`config.mk`:
```
export PLATFORM = sky130hd
export DESIGN_NAME = sync_and_register_update_control
export DESIGN_NICKNAME = d
export VERILOG_FILES = /design/src/sync_ctrl_pkg.sv /design/src/edge_detect.sv /design/src/update_sequencer.sv /design/src/sync_and_register_update_control.sv
export SDC_FILE = /design/constraint.sdc
export NUM_CORES = 1
export LEC_CHECK = 0
export BUFFER_PORTS_ARGS = -buffer_cell sky130_fd_sc_hd__buf_2
export CAP_MARGIN = 10
export CORE_MARGIN = 4
export CORE_UTILIZATION = 45
export DETAILED_ROUTE_END_ITERATION = 16
export PLACE_DENSITY_LB_ADDON = 0.3
export SLEW_MARGIN = 0
export SYNTH_ARGS = -nofsm -noshare
export SYNTH_HDL_FRONTEND = slang
export SYNTH_SLANG_ARGS = --single-unit
```
`constraint.sdc`:
```
create_clock -name mclk -period 2.75 [get_ports mclk]
set_input_delay 0.55 -clock mclk [delete_from_list [all_inputs] [get_ports mclk]]
set_output_delay 0.55 -clock mclk [all_outputs]
set_load 0.02 [all_outputs]
```
`src/sync_ctrl_pkg.sv`:
```
// constants for the sync and register-update control block
// Contract
// - system bit 2 set powers down channel synchronization circuitry; zero runs normally.
// - system bit 1 set powers down distribution reference; zero runs normally.
// - soft sync bit high forces selected channels static, like align pin low.
// - soft sync bit falling from one to zero triggers a synchronization event.
// - soft sync bit resets to zero, causing no hold and no sync.
// - writing one to update bit copies all buffered values into active registers.
// - transfer happens on first serial clock rising edge after the update write.
// - update bit clears itself after the transfer, no software clear needed.
package sync_ctrl_pkg;
  localparam int          ADDR_W        = 10;
  localparam int          DATA_W        = 8;
  localparam int          NUM_BUF       = 4;
  localparam logic [9:0]  ADDR_SYSCTL   = 10'h230;
  localparam logic [9:0]  ADDR_UPDATE   = 10'h232;
  localparam logic [9:0]  ADDR_BUF_BASE = 10'h240;
  localparam int          BIT_SOFTSYNC  = 0;
  localparam int          BIT_PD_DIST   = 1;
  localparam int          BIT_PD_SYNC   = 2;
  localparam int          BIT_UPDATE    = 0;
  localparam logic [7:0]  SYSCTL_RESET  = 8'h00;
  localparam logic [7:0]  BUF_RESET     = 8'h00;
  localparam logic [7:0]  SYSCTL_MASK   = 8'h07;
  typedef enum logic [1:0] {UPD_IDLE, UPD_ARMED, UPD_DONE} upd_state_t;
endpackage

```
`src/edge_detect.sv`:
```
// rising and falling edge detector on a synchronous level
`timescale 1ns/1ns
module edge_detect (
  input  wire logic mclk,
  input  wire logic rst_b,
  input  wire logic level,
  output logic      rise,
  output logic      fall
);
  typedef struct packed {
    logic prev;
  } ed_state_t;
  ed_state_t st;
  ed_state_t next_st;

  always_comb begin
    next_st = st;
    next_st.prev = level;
  end

  always_ff @(posedge mclk or negedge rst_b) begin
    if (!rst_b) begin
      st <= '0;
    end else begin
      st <= next_st;
    end
  end

  assign rise = level & ~st.prev;
  assign fall = ~level & st.prev;
endmodule

```
`src/update_sequencer.sv`:
```
// waits for a serial clock rising edge and fires the transfer strobe
`timescale 1ns/1ns
module update_sequencer
  import sync_ctrl_pkg::*;
(
  input  wire logic mclk,
  input  wire logic rst_b,
  input  wire logic request,
  input  wire logic sclkRise,
  output logic      pending,
  output logic      transfer
);
  typedef struct packed {
    upd_state_t state;
  } us_state_t;
  us_state_t st;
  us_state_t next_st;

  always_comb begin
    next_st = st;
    case (st.state)
      UPD_IDLE: begin
        if (request) begin
          next_st.state = UPD_ARMED;
        end
      end
      UPD_ARMED: begin
        // a new update write on the transfer edge re-arms
        if (sclkRise) begin
          next_st.state = request ? UPD_ARMED : UPD_DONE;
        end
      end
      UPD_DONE: begin
        next_st.state = request ? UPD_ARMED : UPD_IDLE;
      end
      default: begin
        next_st.state = UPD_IDLE;
      end
    endcase
  end

  always_ff @(posedge mclk or negedge rst_b) begin
    if (!rst_b) begin
      st <= '{state: UPD_IDLE};
    end else begin
      st <= next_st;
    end
  end

  assign pending  = (st.state == UPD_ARMED);
  assign transfer = (st.state == UPD_ARMED) && sclkRise;
endmodule

```
`src/sync_and_register_update_control.sv`:
```
// system power, soft sync and buffered register update control
`timescale 1ns/1ns
module sync_and_register_update_control #(
  parameter int NUM_REGS = sync_ctrl_pkg::NUM_BUF
) (
  input  wire logic                              mclk,
  input  wire logic                              rst_b,
  input  wire logic [sync_ctrl_pkg::ADDR_W-1:0]  addr,
  input  wire logic [sync_ctrl_pkg::DATA_W-1:0]  wrData,
  input  wire logic                              wrStb,
  input  wire logic                              rdStb,
  output logic      [sync_ctrl_pkg::DATA_W-1:0]  rdData,
  input  wire logic                              sclk,
  input  wire logic                              alignPin_b,
  output logic                                   syncPowerDown,
  output logic                                   distRefPowerDown,
  output logic                                   channelHold,
  output logic                                   syncEvent,
  output logic                                   syncRequest,
  output logic      [NUM_REGS*sync_ctrl_pkg::DATA_W-1:0] activeRegs
);
  import sync_ctrl_pkg::*;

  localparam int IDX_W = (NUM_REGS > 1) ? $clog2(NUM_REGS) : 1;

  // refuse sizes the 4-bit buffer index cannot serve
  if (NUM_REGS < 1 || NUM_REGS > 16) begin
    $error("NUM_REGS must be 1 to 16");
  end

  function automatic logic hit(input logic [ADDR_W-1:0] a,
                               input logic [ADDR_W-1:0] b);
    hit = (a == b);
  endfunction

  function automatic logic inBuf(input logic [ADDR_W-1:0] a);
    inBuf = (a >= ADDR_BUF_BASE) &&
            (a < ADDR_BUF_BASE + ADDR_W'(NUM_REGS));
  endfunction

  typedef struct packed {
    logic [DATA_W-1:0]                 sysctl;
    logic [NUM_REGS-1:0][DATA_W-1:0]   bufRegs;
    logic [NUM_REGS-1:0][DATA_W-1:0]   actRegs;
    logic [DATA_W-1:0]                 rdData;
    logic                              syncPulse;
  } top_state_t;
  top_state_t st;
  top_state_t next_st;

  logic softSync;
  logic syncLevel;
  logic sclkRise;
  logic upPending;
  logic upTransfer;
  logic upRequest;
  logic syncFall;
  logic [ADDR_W-1:0] bufIdx;

  assign softSync  = st.sysctl[BIT_SOFTSYNC];
  // combined request; pin low or soft bit high
  assign syncLevel = ~alignPin_b | softSync;
  assign upRequest = wrStb && hit(addr, ADDR_UPDATE) &&
                     wrData[BIT_UPDATE];
  assign bufIdx    = addr - ADDR_BUF_BASE;

  edge_detect u_sclk_edge (
    .mclk  (mclk),
    .rst_b (rst_b),
    .level (sclk),
    .rise  (sclkRise),
    .fall  ()
  );

  // release of the combined request is the sync trigger
  edge_detect u_sync_edge (
    .mclk  (mclk),
    .rst_b (rst_b),
    .level (syncLevel),
    .rise  (),
    .fall  (syncFall)
  );

  update_sequencer u_update (
    .mclk     (mclk),
    .rst_b    (rst_b),
    .request  (upRequest),
    .sclkRise (sclkRise),
    .pending  (upPending),
    .transfer (upTransfer)
  );

  always_comb begin
    next_st = st;
    next_st.rdData = '0;
    if (wrStb && hit(addr, ADDR_SYSCTL)) begin
      next_st.sysctl = wrData & SYSCTL_MASK;
    end
    if (wrStb && inBuf(addr)) begin
      next_st.bufRegs[bufIdx[IDX_W-1:0]] = wrData;
    end
    if (upTransfer) begin
      next_st.actRegs = st.bufRegs;
    end
    // combined request falling (soft bit low and pin high), unless sync is powered down
    next_st.syncPulse = syncFall & ~st.sysctl[BIT_PD_SYNC];
    if (rdStb) begin
      if (hit(addr, ADDR_SYSCTL)) begin
        next_st.rdData = st.sysctl;
      end else if (hit(addr, ADDR_UPDATE)) begin
        next_st.rdData = {{(DATA_W-1){1'b0}}, upPending};
      end else if (inBuf(addr)) begin
        next_st.rdData = st.bufRegs[bufIdx[IDX_W-1:0]];
      end
    end
  end

  always_ff @(posedge mclk or negedge rst_b) begin
    if (!rst_b) begin
      st.sysctl    <= SYSCTL_RESET;
      st.bufRegs   <= {NUM_REGS{BUF_RESET}};
      st.actRegs   <= {NUM_REGS{BUF_RESET}};
      st.rdData    <= '0;
      st.syncPulse <= 1'b0;
    end else begin
      st <= next_st;
    end
  end

  assign rdData           = st.rdData;
  assign syncPowerDown    = st.sysctl[BIT_PD_SYNC];
  assign distRefPowerDown = st.sysctl[BIT_PD_DIST];
  assign channelHold      = syncLevel & ~st.sysctl[BIT_PD_SYNC];
  assign syncEvent        = st.syncPulse;
  assign syncRequest      = syncLevel;
  assign activeRegs       = st.actRegs;
endmodule

```
# --- Word-level counts from Yosys, hierarchy flattened ---
# Index checks and enable logic that the tools add are counted.
word_totals:
  reg_bits: 80
  input_bits: 24
  out_inout_bits: 45
  elab_cells: 57
op_classes:
  addsub: 1
  magnitude_cmp: 4
  n_eq_ne: 6
  muxes: 14
  bitwise_logic: 9
  reduce_logical: 9
op_table:
  columns: ["operator", "count"]
  rows:
  - ["two-way mux 8 bit", 6]
  - ["bitwise mux 32 bit", 1]
  - ["equality test 10 bit (second input constant)", 2]
  - ["binary-select mux 8 bit (select 2 bit)", 1]
  - ["demux 8 bit (select 2 bit)", 1]
  - ["greater-or-equal comparator 10 bit (second input constant)", 1]
  - ["less-than comparator 10 bit (second input constant)", 1]
  - ["logical AND 1 bit", 7]
  - ["two-way mux 2 bit", 3]
  - ["one-hot mux 2 bit (3 select lines)", 1]
  - ["AND 1 bit", 4]
  - ["inequality test 2 x 1 -> 1 bit (second input constant)", 2]
  - ["inverter 1 bit", 4]
  - ["less-than comparator 2 x 3 -> 1 bit (second input constant)", 1]
  - ["equality test 2 x 1 -> 1 bit (second input constant)", 1]
  - ["equality test 2 bit (second input constant)", 1]
  - ["greater-or-equal comparator 2 x 1 -> 1 bit (second input constant)", 1]
  - ["logical NOT 2 bit", 1]
  - ["AND reduction 2 bit", 1]
  - ["subtractor 2 x 1 -> 2 bit (second input constant)", 1]
  - ["two-way mux 1 bit", 1]
  - ["bitwise OR 1 bit", 1]

# --- Depth between registers and ports, before layout ---
depth:
  ltp_word: 7
  ltp_mapped: 5
  ltp_nobuf: 3

# --- By module ---
# From an unflattened synthesis, not the netlist that was laid out.
unflattened:
  cells_unflattened: 248
  area_unflattened_um2: 3639.7
modules_own_cells:
  columns: ["mod", "n_inst", "cells_each", "area_per_inst_um2", "seq_area_each_um2"]
  rows:
  - ["sync_and_register_update_control", 1, 235, 3463.3, 1901.8]
  - ["update_sequencer", 1, 7, 96.3, 50.0]
  - ["edge_detect", 2, 3, 40.0, 25.0]

# --- Least setup slack after synthesis ---
# No wires, ideal clock.
synth_path:
  path_kind: "input to register"
  start: "input addr[7] in the netlist's numbering"
  end: "register st[65] in the netlist's numbering"
  setup_time_ns: 0.125
  t_arrival_ns: 2.204
  t_required_ns: 2.625
  slack_ns: 0.421
  cell_stages: 5
  n_path_buf: 2
  path_cell_list: "or4b_1 -> buf_2 -> or4_4 -> buf_6 -> mux2_4"
synth_via:
  elab_chain_cells: 3
  word_cells_on_any_way: 4
  classes_between: "order compare: 2; reduce/logical: 2"
synth_rtl:
  columns: ["element", "line", "text"]
  rows:
  - ["from (decl)", "sync_and_register_update_control.sv:8", "input wire logic [sync_ctrl_pkg::ADDR_W-1:0] addr,"]
  - ["greater-or-equal comparator 10 bit / less-than comparator 10 bit (equally long branches)", "sync_and_register_update_control.sv:37, sync_and_register_update_control.sv:38", null]
  - ["logical AND 1 bit (*)", "sync_and_register_update_control.sv:37", "inBuf = (a >= ADDR_BUF_BASE) &&"]
  - ["logical AND 1 bit (*)", "sync_and_register_update_control.sv:99", "if (wrStb && inBuf(addr)) begin"]
  - ["to (signal assigned)", "sync_and_register_update_control.sv:126", "st <= next_st;"]
  - ["to (decl)", "sync_and_register_update_control.sv:48", "top_state_t st;"]
# Every way passes the cells marked *; elsewhere a longest branch is shown, timed or not.
# A chain may end at the register's enable or synchronous reset.

# --- Worst setup path after layout ---
layout_path:
  start: "input addr[7] in the netlist's numbering"
  end: "register st[50] in the netlist's numbering"
# The elaborated chain is that of the path after synthesis.

==> metrics.md <==
| Metric | Value |
|---|---|
| Status | completed |
| CTS Buffer Depth | 2 |
| Unrepaired setup endpoints after global routing | false |
| Initial antenna violation count | 0 |
| Antenna-violating nets left | 0 |
| Skew final | around 0.0069 ns |
| CP Data Required Time | 2.98 ns |
| Synth top area share | 55.0% |
| CTS resizes | 0 |
| Setup-failing EPs final | 0 |
| Reg2reg end | activeRegs[29] |
| Mapped Cells | 248 |
| Starting density of the core | a little under half |
| YS warnings | 0 |
| Max-Cap Viols | 0 |
| Critical path type | in2reg |
| Crit path from | addr[7] |
| Part of the cycle the worst path needs | between 70 and 80% |
| Avg Inst Size Synth | between 10 and 15 um^2 |
| Synth area leader | dfrtp_1 |
| Mapped cell area | between 3000 and 4000 um^2 |
| Final hold viol count | 0 |
| Worst R2R Start | u_update.st[1] |
| WL per Instance | ~17 um |
| Normalized max-slew margin | between 60 and 70% |
| Most common cell in the netlist | dfrtp_1 |
| Die H | roughly 98 um |
| Net Count, Synth | about 270 |
| CTS tree | done |
| Vias per cell | roughly 5.1 |
| Largest net degree at the start of global routing | about 50 |
| Die area | 9600 um^2 |
| Class of the worst hold path | in2async |
| Number of global-route vias before repair | about 2100 |
| Clk_lat worst skew | between 0.3 and 0.4 ns |
| Clk slew on worst S/H paths | roughly 0.08 ns |
| Post-synth EDFFs | 0 |
| Drt first pass iters | 4 |
| Row cnt | 32 |
| CP Capture Point | st[50] |
| Routed wire length | between 6 and 7 mm |
| Synth unique cells | 31 |
| Initial drt markers | 32 |
| Top FF cell, synth | dfrtp_1 |
| Pwr/cell area | just over 500 nW/um^2 |
| IO Port Bufs | 68 |
| Number of synthesized register bits | 80 |
| TritonCTS buffer count | 9 |
| First-pass GRT wire length | 11.0 mm |
| Startpoint Class | input pin |
| Worst vdd ir | 0.000219 V |
| R2R setup slack | ~1.2 ns |
| Worst Tran Pin Value | about 0.6 ns |
| Layout Utilization | between 50% and 60% |
| Grt total ovfl | 0 |
| Synth-to-layout area growth | 10.5% |
| DIE WIDTH | between 90 and 100 um |
| Crit path time final | 2.03 ns |
| Area contributors post-synth | dfrtp_1 55%, mux2_2 18%, buf_4 8.2% |
| CTS Hold Buffers Added | 0 |
| R2R cell count | 3 |
| Via count | between 2000 and 2500 |
| Crit end category | register |
| Detailed-route DRC error count | 0 |
| Share of cells above drive strength 1 | 59.0% |
| Static leakage | around 2.1 nW |
| Root buf cell | clkbuf_8 |
| Post-synthesis sequential area ratio | a little over half |
| Setup Fix Bufs, Post-CTS | 0 |
| H-tree depth | 3 |
| GRT Resource Usage Total | 14.7% |
| Non-Filler Instances | between 300 and 400 |
| HPWL after detailed placement | 4.87 mm |
| Ys async rst share | between 90% and 100% |
| Crit Path Max Fanout | 8 |
| Final Max Slew Viols | 0 |
| TNS Setup | 0 ns |
| Placed Cells | 379 |
| Core area | just under 8000 um^2 |
| Antenna cells | 0 |
| Synth cell count leaders | 80 x dfrtp_1, 59 x mux2_2, 40 x buf_4 |
| Arrival time of the worst setup path | approximately 2.3 ns |
| Fmax | slightly below 500 MHz |
| # IOs | 69 |
| Placer Congestion | between 0.7 and 0.8 |
| Final nets | 312 |
| Clock Sinks | 80 |
[state kept, by name (all words and copies together), names as in the netlist]
| register | count |
|---|---|
| activeRegs | 32 |
| distRefPowerDown | 1 |
| rdData | 8 |
| softSync | 1 |
| st | 32 |
| syncEvent | 1 |
| syncPowerDown | 1 |
| u_sclk_edge.st | 1 |
| u_sync_edge.st | 1 |
| u_update.st | 2 |
[area by class of cell]
| type | instances | area, um^2 |
|---|---|---|
| clock buffer | 11 | 131 |
| clock inverter | 5 | 33.8 |
| fill | 691 | 3780 |
| inverter | 5 | 18.8 |
| multi-input combinational | 113 | 1290 |
| sequential | 80 | 2000 |
| tap | 102 | 128 |
| timing repair buffer | 79 | 425 |
[cell families (layout without fill, tap and decap cells)]
family                 count (synthesis)  count (layout)  synth area share (%)
AOI/OAI and AO/OA                      7               7                  1.61
buffers and inverters                 55             100                  10.1
and+or+nand+nor                       30              30                  6.90
muxes                                 76              76                  26.4
DFF                                   80              80                  55.0
[stage by stage]
step / cell area, um^2 / power [mW] / setup slack [ns] / hold WS, ns
final: 4030 / 2.04 / 0.721 / 0.203
after global routing: 4030 / 2.12 / 0.701 / 0.243
after CTS: 4030 / 2.06 / 0.728 / 0.225
after detailed placement: 3860 / 1.32 / 0.360 / 0.490
after global placement: 3860 / 1.32 / 0.405 / 0.476
after floorplan: 3640 / 1.25 / 0.421 / 0.254
[worst max-delay path, stage by stage]
cell and delay, ns:
buf_2 0.09, or4b_1 0.57, buf_4 0.21, nor4_4 0.25, buf_4 0.24, mux2_2 0.35
[worst min-delay path by stage]
stage                    from  slack [ns]              to  depth (start not counted)
6_report                rst_b        0.20  activeRegs[26]                          1
5_1_grt                 rst_b        0.24  activeRegs[26]                          1
4_1_cts                 rst_b        0.23       syncEvent                          1
3_5_place_dp   activeRegs[11]        0.49  activeRegs[11]                          1
3_3_place_gp   u_update.st[0]        0.48  u_update.st[0]                          1
2_1_floorplan           rst_b        0.25   activeRegs[0]                          0
[cell usage in the layout, fill, tap and decap left out]
master	instances
nor2_1	1
or4b_1	2
clkbuf_1	2
nor4_4	3
o2bb2ai_1	2
clkbuf_8	9
clkinv_2	2
buf_4	12
clkinvlp_4	2
mux2i_1	2
nand2_1	2
nor2b_1	7
or4b_2	1
nand3_1	1
a2bb2oi_1	1
o311a_1	1
a21boi_0	1
o22ai_1	1
clkinv_4	1
or4_4	1
nand2b_1	3
nor4_1	4
dfrtp_1	80
buf_2	67
mux4_2	7
o31a_1	1
nor4bb_4	1
or3_1	1
nand4bb_1	1
mux2_4	8
inv_1	5
nor3b_1	2
mux2_2	59
[metal layers]
metal | track usage (%) | wire, um | part of all wire (%)
met5 | 0 | 0 | 0
met4 | 6.71 | 129 | 1.9
met3 | 3.36 | 280 | 4.1
met2 | 24.6 | 3520 | 52
met1 | 18.2 | 2870 | 42
[where the power goes]
| group | switching, mW | internal, mW |
|---|---|---|
| Clock | 0.417 | 0.327 |
| Combinational | 0.0623 | 0.0384 |
| Sequential | 0.00750 | 1.19 |
| Total | 0.487 | 1.55 |
Note: power is estimated with default switching activity, not from simulation.
